### src/verilog/gfs_defines.vh
`ifndef GFS_DEFINES_VH
`define GFS_DEFINES_VH
// Clock rate
`define GFS_CLK_HZ 100000000
// Time mark: one-second epoch and 100 ms high time
`define GFS_EPOCH_MS 1000
`define GFS_MARK_MS 100
`define GFS_EPOCH_CYC ((`GFS_CLK_HZ / 1000) * `GFS_EPOCH_MS)
`define GFS_MARK_CYC ((`GFS_CLK_HZ / 1000) * `GFS_MARK_MS)
// Searching blink: 0.5 Hz, one second each half
`define GFS_BLINK_HALF_MS 1000
`define GFS_BLINK_HALF_CYC ((`GFS_CLK_HZ / 1000) * `GFS_BLINK_HALF_MS)
// Factory-default request: backup pin low for 10 s
`define GFS_FACTORY_S 10
`define GFS_FACTORY_CYC (`GFS_CLK_HZ * `GFS_FACTORY_S)
// Serial link 9600 bit/s, 8N1
`define GFS_BAUD 9600
// Bit time in clock cycles, clock over baud rounded down; sized to fit the 16-bit counters
`define GFS_BIT_CYC 16'h28b0
// Augmentation allowed up to 5 Hz update rate
`define GFS_AUG_MAX_HZ 5
`endif

### src/verilog/gfs_fix_status.v
`timescale 1ns/1ps
`include "gfs_defines.vh"
// Behaviour
// - 100 ms time mark each second when locked
// - Blue LED mirrors time mark exactly
// - Fix status held steadily low when locked
// - Blink fix status and LED at 0.5 Hz
// - Fix LED dark once 3D fix held
// - Send NMEA sentences on serial transmit line
// - Ignore differential correction input entirely
// - Augmentation only at 5 Hz or slower
// - Backup pin doubles as factory-default request
// - Ten-second low requests defaults on next power
module gfs_fix_status #(
  parameter [31:0] EPOCH_CYC = `GFS_EPOCH_CYC,
  parameter [31:0] MARK_CYC = `GFS_MARK_CYC,
  parameter [31:0] BLINK_HALF_CYC = `GFS_BLINK_HALF_CYC,
  parameter [31:0] FACTORY_CYC = `GFS_FACTORY_CYC,
  parameter [15:0] BIT_CYC = `GFS_BIT_CYC
) (
  // Clock, reset, enable
  clk_sys,
  reset,
  clk_en,
  // Navigation engine status
  lock_3d,
  update_hz,
  // Sentence bytes from navigation engine
  nmea_data,
  nmea_valid,
  nmea_ready,
  // Serial pins
  serial_rx,
  serial_tx,
  correction_in,
  // Backup battery pin, sensed level
  backup_pin,
  // Outputs
  time_mark_out,
  mark_led,
  fix_status_n,
  fix_led_n,
  aug_enable,
  factory_default_req,
  cmd_data,
  cmd_valid
);
  input wire clk_sys;
  input wire reset;
  input wire clk_en;
  input wire lock_3d;
  input wire [3:0] update_hz;
  input wire [7:0] nmea_data;
  input wire nmea_valid;
  output wire nmea_ready;
  input wire serial_rx;
  output wire serial_tx;
  // Correction stream is not enabled in this build, so it is never read
  input wire correction_in;
  input wire backup_pin;
  output reg time_mark_out;
  output reg mark_led;
  output reg fix_status_n;
  output reg fix_led_n;
  output reg aug_enable;
  output reg factory_default_req;
  output reg [7:0] cmd_data;
  output reg cmd_valid;

  // Fix indicator states, one-hot
  localparam [1:0] ST_SEARCH = 2'b01;
  localparam [1:0] ST_LOCKED = 2'b10;

  reg [31:0] epoch_q; // One-second epoch counter
  reg [31:0] blink_q; // Half-period counter of the search blink
  reg [31:0] bat_q; // Low time of the backup pin
  reg [1:0] state_q; // Fix indicator state
  reg lock_q; // Lock as seen last cycle
  reg blink_lvl_q; // Current blink level

  // Receive side
  reg [15:0] rx_baud_q;
  reg [3:0] rx_bit_q;
  reg [7:0] rx_shift_q;
  reg rx_busy_q;

  // Epoch counter runs free, so the first mark rises at the next epoch wrap after lock
  always @(posedge clk_sys) begin
    if (reset) begin
      epoch_q <= 32'h0000_0000;
      lock_q <= 1'b0;
      time_mark_out <= 1'b0;
      mark_led <= 1'b0;
    end else if (clk_en) begin
      lock_q <= lock_3d;
      if (epoch_q == EPOCH_CYC - 32'h0000_0001) begin
        epoch_q <= 32'h0000_0000;
      end else begin
        epoch_q <= epoch_q + 32'h0000_0001;
      end
      // Mark high for the first 100 ms of each epoch while locked
      if (lock_3d && (epoch_q == EPOCH_CYC - 32'h0000_0001)) begin
        time_mark_out <= 1'b1;
        mark_led <= 1'b1;
      end else if (!lock_3d || epoch_q == MARK_CYC - 32'h0000_0001) begin
        time_mark_out <= 1'b0;
        mark_led <= 1'b0;
      end
    end
  end

  // Fix indicator: blink while searching, settle when locked
  always @(posedge clk_sys) begin
    if (reset) begin
      state_q <= ST_SEARCH;
      blink_q <= 32'h0000_0000;
      blink_lvl_q <= 1'b1;
      fix_status_n <= 1'b1;
      fix_led_n <= 1'b1;
    end else if (clk_en) begin
      case (state_q)
        ST_SEARCH: begin
          if (lock_3d) begin
            state_q <= ST_LOCKED;
            fix_status_n <= 1'b0;
            fix_led_n <= 1'b1;
          end else if (blink_q == BLINK_HALF_CYC - 32'h0000_0001) begin
            // Equal one-second halves give 0.5 Hz at 50/50
            blink_q <= 32'h0000_0000;
            blink_lvl_q <= ~blink_lvl_q;
            fix_status_n <= ~blink_lvl_q;
            fix_led_n <= ~blink_lvl_q;
          end else begin
            blink_q <= blink_q + 32'h0000_0001;
          end
        end
        ST_LOCKED: begin
          fix_status_n <= 1'b0;
          fix_led_n <= 1'b1;
          if (!lock_3d) begin
            // Lock lost: restart blink from a high half
            state_q <= ST_SEARCH;
            blink_q <= 32'h0000_0000;
            blink_lvl_q <= 1'b1;
            fix_status_n <= 1'b1;
          end
        end
        default: begin
          state_q <= ST_SEARCH;
        end
      endcase
    end
  end

  // Augmentation gate and factory-default request
  always @(posedge clk_sys) begin
    if (reset) begin
      aug_enable <= 1'b0;
      bat_q <= 32'h0000_0000;
      factory_default_req <= 1'b0;
    end else if (clk_en) begin
      aug_enable <= (update_hz <= 4'd`GFS_AUG_MAX_HZ);
      // Request latches until reset; defaults apply on next power-up
      if (backup_pin) begin
        bat_q <= 32'h0000_0000;
      end else if (bat_q != FACTORY_CYC) begin
        bat_q <= bat_q + 32'h0000_0001;
      end
      if (bat_q == FACTORY_CYC) begin
        factory_default_req <= 1'b1;
      end
    end
  end

  // Command receiver, samples mid-bit; correction_in is never read
  always @(posedge clk_sys) begin
    if (reset) begin
      rx_busy_q <= 1'b0;
      rx_baud_q <= 16'h0000;
      rx_bit_q <= 4'h0;
      rx_shift_q <= 8'h00;
      cmd_data <= 8'h00;
      cmd_valid <= 1'b0;
    end else if (clk_en) begin
      cmd_valid <= 1'b0;
      if (!rx_busy_q) begin
        if (!serial_rx) begin
          rx_busy_q <= 1'b1;
          rx_baud_q <= {1'b0, BIT_CYC[15:1]};
          rx_bit_q <= 4'd9;
        end
      end else if (rx_baud_q == 16'h0000) begin
        rx_baud_q <= BIT_CYC - 16'd1;
        rx_bit_q <= rx_bit_q - 4'd1;
        if (rx_bit_q == 4'd9) begin
          // False start bit is dropped
          if (serial_rx) begin
            rx_busy_q <= 1'b0;
          end
        end else if (rx_bit_q == 4'd0) begin
          rx_busy_q <= 1'b0;
          if (serial_rx) begin
            cmd_data <= rx_shift_q;
            cmd_valid <= 1'b1;
          end
        end else begin
          rx_shift_q <= {serial_rx, rx_shift_q[7:1]};
        end
      end else begin
        rx_baud_q <= rx_baud_q - 16'd1;
      end
    end
  end

  // Sentence transmitter; ready stays low while a frame is on the line
  // so the sentence source cannot overrun a byte in flight
  gfs_uart_tx #(
    .BIT_CYC(BIT_CYC)
  ) u_tx (
    .clk_sys(clk_sys),
    .reset(reset),
    .ce(clk_en),
    .tx_data(nmea_data),
    .tx_valid(nmea_valid),
    .tx_ready(nmea_ready),
    .tx_line(serial_tx)
  );
endmodule // gfs_fix_status

### src/verilog/gfs_uart_tx.v
`timescale 1ns/1ps
`include "gfs_defines.vh"
// Serial transmitter, 8 data bits, no parity, one stop bit, LSB first
module gfs_uart_tx #(
  parameter [15:0] BIT_CYC = `GFS_BIT_CYC
) (
  // Clock and reset
  clk_sys,
  reset,
  ce,
  // Byte stream in
  tx_data,
  tx_valid,
  tx_ready,
  // Line out
  tx_line
);
  input wire clk_sys;
  input wire reset;
  input wire ce;
  input wire [7:0] tx_data;
  input wire tx_valid;
  output reg tx_ready;
  output reg tx_line;

  reg [15:0] baud_q; // Cycles left in the current bit
  reg [3:0] bit_q; // Bits left in the frame
  reg [9:0] shift_q; // Stop, data, start

  // Frame shifter; ready only when idle so a byte is never overwritten
  always @(posedge clk_sys) begin
    if (reset) begin
      baud_q <= 16'h0000;
      bit_q <= 4'h0;
      shift_q <= 10'h3ff;
      tx_ready <= 1'b0;
      tx_line <= 1'b1;
    end else if (ce) begin
      if (bit_q == 4'h0) begin
        // Idle: line high, accept next byte
        tx_line <= 1'b1;
        tx_ready <= ~(tx_valid & tx_ready);
        if (tx_valid && tx_ready) begin
          shift_q <= {1'b1, tx_data, 1'b0};
          bit_q <= 4'd10;
          baud_q <= BIT_CYC - 16'd1;
          tx_line <= 1'b0;
          tx_ready <= 1'b0;
        end
      end else if (baud_q == 16'h0000) begin
        // Next bit, LSB first
        shift_q <= {1'b1, shift_q[9:1]};
        bit_q <= bit_q - 4'd1;
        baud_q <= BIT_CYC - 16'd1;
        tx_line <= (bit_q == 4'd1) ? 1'b1 : shift_q[1];
      end else begin
        baud_q <= baud_q - 16'd1;
      end
    end
  end
endmodule // gfs_uart_tx
### config.mk
export PLATFORM = sky130hd
export DESIGN_NAME = gfs_fix_status
export DESIGN_NICKNAME = d
export VERILOG_FILES = /design/src/verilog/gfs_fix_status.v /design/src/verilog/gfs_uart_tx.v
export VERILOG_INCLUDE_DIRS = /design/src /design/src/verilog
export SDC_FILE = /design/constraint.sdc
export NUM_CORES = 1
export LEC_CHECK = 0
export BUFFER_PORTS_ARGS = -buffer_cell sky130_fd_sc_hd__buf_4
export CAP_MARGIN = 10
export CELL_PAD_IN_SITES_DETAIL_PLACEMENT = 0
export CELL_PAD_IN_SITES_GLOBAL_PLACEMENT = 2
export CORE_AREA = 10 10 193 195
export CTS_CLUSTER_DIAMETER = 120
export DETAILED_ROUTE_END_ITERATION = 12
export DIE_AREA = 0 0 203 205
export PLACE_DENSITY_LB_ADDON = 0.1
export SETUP_SLACK_MARGIN = 0.2
export SKIP_CTS_REPAIR_TIMING = 1
export SLEW_MARGIN = 20
export SYNTH_ARGS = -nofsm -noshare
export SYNTH_HDL_FRONTEND = slang
export SYNTH_SLANG_ARGS = --single-unit
export TNS_END_PERCENT = 5
### constraint.sdc
create_clock -name clk_sys -period 6.6 [get_ports clk_sys]
set_clock_uncertainty 0.15 [all_clocks]
set_input_delay 0.66 -clock clk_sys [delete_from_list [all_inputs] [get_ports clk_sys]]
set_output_delay 0.66 -clock clk_sys [all_outputs]
set_load 0.05 [all_outputs]
* Word-level counts from Yosys, hierarchy flattened
Index checks and enable logic that the tools add are counted.
** Word-level totals
- Word-level logic and storage cells :: 129
- Flip-flop bits (word level) :: 174
- Output and inout bits :: 17
- Bits of input ports :: 20
** Operators by class
- $lt $le $gt $ge :: 1
- Equal/unequal tests :: 17
- Bitwise logic cells :: 5
- $add $sub $neg :: 7
- Reductions and logical operators :: 27
- Muxes and demuxes :: 51
** Operators by type and width (number)
- 2-to-1 mux 32 bit :: 6
- adder 32 x 1 -> 32 bit (second input constant) :: 3
- 2-to-1 mux 16 bit :: 6
- == test 32 x 27 -> 1 bit (second input constant) :: 2
- case mux 32 bit (2 select lines) :: 1
- == test 32 x 24 -> 1 bit (second input constant) :: 1
- == test 32 x 30 -> 1 bit (second input constant) :: 1
- zero test 16 bit :: 2
- != test 32 x 30 -> 1 bit (second input constant) :: 1
- subtractor 16 x 1 -> 16 bit (second input constant) :: 2
- 2-to-1 mux 10 bit :: 3
- 2-to-1 mux 4 bit :: 6
- 2-to-1 mux 1 bit :: 23
- AND reduction 2 bit :: 7
- AND reduction 3 bit :: 4
- != test 2 bit (second input constant) :: 5
- AND reduction 5 bit :: 2
- zero test 4 bit :: 2
- nonzero test 2 bit :: 4
- subtractor 4 x 1 -> 4 bit (second input constant) :: 2
- case mux 1 bit (2 select lines) :: 3
- AND reduction 6 bit :: 1
- == test 4 x 1 -> 1 bit (second input constant) :: 1
- == test 4 bit (second input constant) :: 1
- other kinds (13) :: 19

* Longest topological paths before layout
- Word-level depth :: 5
- Mapped depth :: 9
- Depth with buffers taken out :: 7

* Cells and area by module
Synthesis repeated with hierarchy kept, for this count alone.
** Second synthesis, totals
- Cells, all modules :: 1026
- Area total of the unflattened synthesis :: 8652.0 µm²
** Modules (own cells, without submodules)
- gfs_fix_status :: times used 1, area an instance 7070.5 µm², cells an instance 841, seq. area each 2842.7 µm²
- gfs_uart_tx :: times used 1, area an instance 1581.5 µm², cells an instance 185, seq. area each 600.6 µm²

* Worst setup path before layout
No wires, ideal clock.
- Path kind :: input -> register
- Start point :: input port clk_en
- End point :: register blink_q[24]
- Path slack :: 4094 ps
- Library setup time :: 70 ps
- Required time :: 6380 ps
- Data arrival time :: 2286 ps
- Buffers on the path :: 1
- Stages :: 6
- Path through :: nor2b_1 nand3_2 or4_1 buf_2 or4_1 a21oi_1
** Between the ends
- Word-level cells in the longest chain between the ends :: 1
** RTL lines
- start, declared :: line gfs_fix_status.v:50 : input wire clk_en;
- AND reduction 4 bit (no line)
- end signal, assigned :: line gfs_fix_status.v:134 : blink_q <= blink_q + 32'h0000_0001;
- end, declared :: line gfs_fix_status.v:75 : reg [31:0] blink_q;
Every way passes these cells.
A chain may end at the register's enable or synchronous reset.

* Worst setup path after layout
- Start point :: register rx_baud_q[0]
- End point :: register rx_bit_q[1]
** Between the ends
- Word-level cells in the longest chain between the ends :: 3
** RTL lines
- start, declared :: line gfs_fix_status.v:82 : reg [15:0] rx_baud_q;
- start signal, assigned :: line gfs_fix_status.v:189 : rx_baud_q <= {1'b0, BIT_CYC[15:1]};
- start signal, assigned :: line gfs_fix_status.v:193 : rx_baud_q <= BIT_CYC - 16'd1;
- start signal, assigned :: line gfs_fix_status.v:210 : rx_baud_q <= rx_baud_q - 16'd1;
- zero test 16 bit :: line gfs_fix_status.v:192 : end else if (rx_baud_q == 16'h0000) begin
- != test 2 x 1 -> 1 bit (no line)
- AND reduction 3 bit (no line)
- end signal, assigned :: line gfs_fix_status.v:194 : rx_bit_q <= rx_bit_q - 4'd1;
- end, declared :: line gfs_fix_status.v:83 : reg [3:0] rx_bit_q;
Every way passes these cells.

==> flow_summary_export.csv <==
group,metric,value,unit
power,p_int,2.10,mW
placement,dpl.cell_count,1427,
finish,postLayoutCellArea,0.00963,mm²
critical_path,crit_family,"compound AO/OA/AOI/OAI gates",
power,p_seq_frac,0.390,
critical_path,crit_arrival,3120,ps
sta,fin_crit_sh,0.447,
critical_path,worst_path_largest_cell_delay,690,ps
critical_path,critPathBufInv,1,
logic_synthesis,synth_cell_type_count,63,
power,switching_share,0.307,
clocking,clkSlewWorstSetupHoldPaths,70,ps
critical_path,cp.required,6770,ps
finish,diodes,0,
grt,grt_max_degree,59,
logic_synthesis,syn-cell-area,0.00825,mm²
grt,overflow,0,
sta,rsz0062_at_grt,"no",
critical_path,cp-end-kind,"flop",
power,pwr-share-clk,0.391,
logic_synthesis,synth-seq-area-share,0.418,
critical_path,cp_cell_sequence,"inv_1, ha_1, nor3b_2, nand4_1, o21ai_0, a21o_1, o21ai_0",
detailed_routing,wl,22000,µm
finish,utilization,0.289,
placement,gp_congestion,0.686,
detailed_routing,wire_per_inst,15.1,µm
critical_path,slowest_stage,"o21ai_0",
critical_path,critPathKind,"reg2reg",
placement,dpl.hpwl,14500,µm
placement,port_buffers,34,
detailed_routing,drt-vias-per-instance,4.73,
sta,setup_violations,0,
clocking,clkSinkCount,172,
clocking,clk_latency,430,ps
sta,holdWs,326,ps
finish,drive_above_1_share,0.0890,
critical_path,crit_path_frequent_cell,"o21ai_0",
power,p_total,3.03,mW
floorplan,dieHeight,205,µm
power,power_density,315,mW/mm²
power,p_leak,3.31,nW
logic_synthesis,synth_cells,981,
sta,final_max_slew_viol_count,0,
clocking,root_buffer,"clkbuf_16",
power,irDropWorstVdd,0.172,mV
clocking,cts_tree,"yes",
detailed_routing,drtIter0Drc,268,
sta,relSlewSlack,0.385,
finish,fin_nets,1030,
logic_synthesis,syn_nets,1013,
critical_path,path_max_fanout,8,
logic_synthesis,async_flop_share,0,
sta,worstMarginPinSlew,918,ps
detailed_routing,vias,6902,
placement,placed_cell_area,0.00894,mm²
sta,fmax,339,MHz
sta,tns,0,ps
placement,dp_slack,3260,ps
clocking,clockBufferDepth,2,
finish,fin_cells,1459,
min_path,min_path_type,"reg2reg",
floorplan,fp.dieW,203,µm
grt,grt_pass1_wl,37100,µm
detailed_routing,dr.pass1.iters,4,
sta,fin_crit,2950,ps
power,power.switching,930,µW
grt,grt_usage,0.109,
power,comb_power_share,0.218,
clocking,h-tree-depth,4,
grt,grt_pass1_vias,6936,
clocking,cts_inserted_buffers,17,
finish,area_growth,16.7,%
critical_path,startpoint_type,"flop",
floorplan,initial_core_util,0.248,
floorplan,row_count,67,
floorplan,ios,37,
sta,finalHoldViolations,0,
sta,layout_setup_ws,3650,ps
floorplan,dieArea,0.0416,mm²
floorplan,core-area,0.0333,mm²
detailed_routing,drtAntennaViolNets,0,
flow_run,maxCapViolCount,0,
logic_synthesis,yosysWarnings,0,
grt,antenna_found_initial,0,
logic_synthesis,synth_area_per_cell,8.41,µm²
logic_synthesis,synth_seq_cells,172,
detailed_routing,drcViolationCount,0,
logic_synthesis,synth_edf_count,0,
run_status,status,"finished clean",
logic_synthesis,synthFlopType,"dfxtp_1",
power groups by stage:
stage	Clock (mW)	Sequential (mW)	Combinational [mW]
floorplan	0	1.21	0.473
global placement	0	1.21	0.673
detailed placement	0	1.21	0.667
CTS	1.23	1.18	0.673
global route	1.26	1.19	0.752
finish	1.19	1.18	0.662
state kept, by name, indices dropped and copies added (netlist names), 2 cells and up:
| register | count |
|---|---|
| epoch_q | 32 |
| state_q | 2 |
| u_tx.bit_q | 4 |
| u_tx.shift_q | 8 |
| rx_bit_q | 4 |
| bat_q | 32 |
| rx_baud_q | 16 |
| cmd_data | 8 |
| rx_shift_q | 8 |
| blink_q | 32 |
| u_tx.baud_q | 16 |
synthesized netlist by cell type (all sizes together) (12+ instances only):
library cell	number	area, µm²
dfxtp	172	3440
nor2	152	571
nand2	65	244
a21oi	55	275
nand4	49	307
xor2	49	429
nor3	44	236
nand3	43	233
xnor2	38	333
clkbuf	34	128
o21ai	34	170
mux2i	24	240
inv	22	82.6
nor4	22	168
or3	19	119
or4	18	139
and2	16	100
and4	13	116
ha	12	150
worst paths after layout:
kind | to | startpoint | depth (start not counted) | slack [ps]
setup / recovery | rx_bit_q[1] | rx_baud_q[0] | 7 | 3650
hold reg to reg | rx_baud_q[12] | rx_baud_q[12] | 2 | 330
hold / removal | rx_baud_q[12] | rx_baud_q[12] | 2 | 330
setup reg to reg | rx_bit_q[1] | rx_baud_q[0] | 7 | 3650
cell families after synthesis:
group                    count (synthesis)  share of synthesized area
AO/OA/AOI/OAI                          142                      0.106
AND/OR/NAND/NOR                        479                      0.306
XOR/XNOR                                87                     0.0924
flip-flops                             172                      0.418
multiplexers                            24                     0.0291
buffers and inverters                   65                     0.0310
adder cells (fa/ha/maj)                 12                     0.0182
worst register-to-register path: stages, from the launching register on:
cell	delay (ps)
dfxtp_1	330
inv_1	90
ha_1	190
nor3b_2	470
nand4_1	500
o21ai_0	700
a21o_1	320
o21ai_0	100
metal layers:
| layer | GRT usage | vias up | part of all wire |
|---|---|---|---|
| li1 | - | 3549 | - |
| met1 | 0.141 | 3289 | 0.51 |
| met2 | 0.176 | 55 | 0.45 |
| met3 | 0.0262 | 9 | 0.029 |
| met4 | 0.0296 | 0 | 0.0082 |
| met5 | 0 | - | 0 |
cell type report:
class                           instances  area, µm²
Tap cell                              448        561
Sequential cell                       172       3440
Inverter                               22       82.6
Fill cell                            3578      23700
Timing Repair Buffer                   41        308
Clock inverter                         11        213
Clock buffer                           21        470
Multi-Input combinational cell        744       4550
placed cells by master (no fill, tap or decap), types with 5 or more instances in the layout:
| master | count |
|---|---|
| nor2_1 | 152 |
| mux2i_1 | 24 |
| and2_1 | 16 |
| and3_1 | 9 |
| nand2_1 | 65 |
| nand4_1 | 49 |
| nor4_1 | 20 |
| o21ai_0 | 31 |
| ha_1 | 12 |
| or4_1 | 17 |
| inv_1 | 22 |
| a2111oi_0 | 7 |
| o31ai_1 | 6 |
| nand3_1 | 41 |
| dfxtp_1 | 172 |
| a21oi_1 | 55 |
| clkbuf_16 | 17 |
| xor2_1 | 49 |
| xnor2_1 | 38 |
| o21a_1 | 5 |
| or3_1 | 19 |
| nor4b_1 | 6 |
| and4_1 | 12 |
| bufinv_16 | 6 |
| nor3_1 | 42 |
| buf_4 | 41 |
No activity file was read; power rests on OpenSTA's default activity.
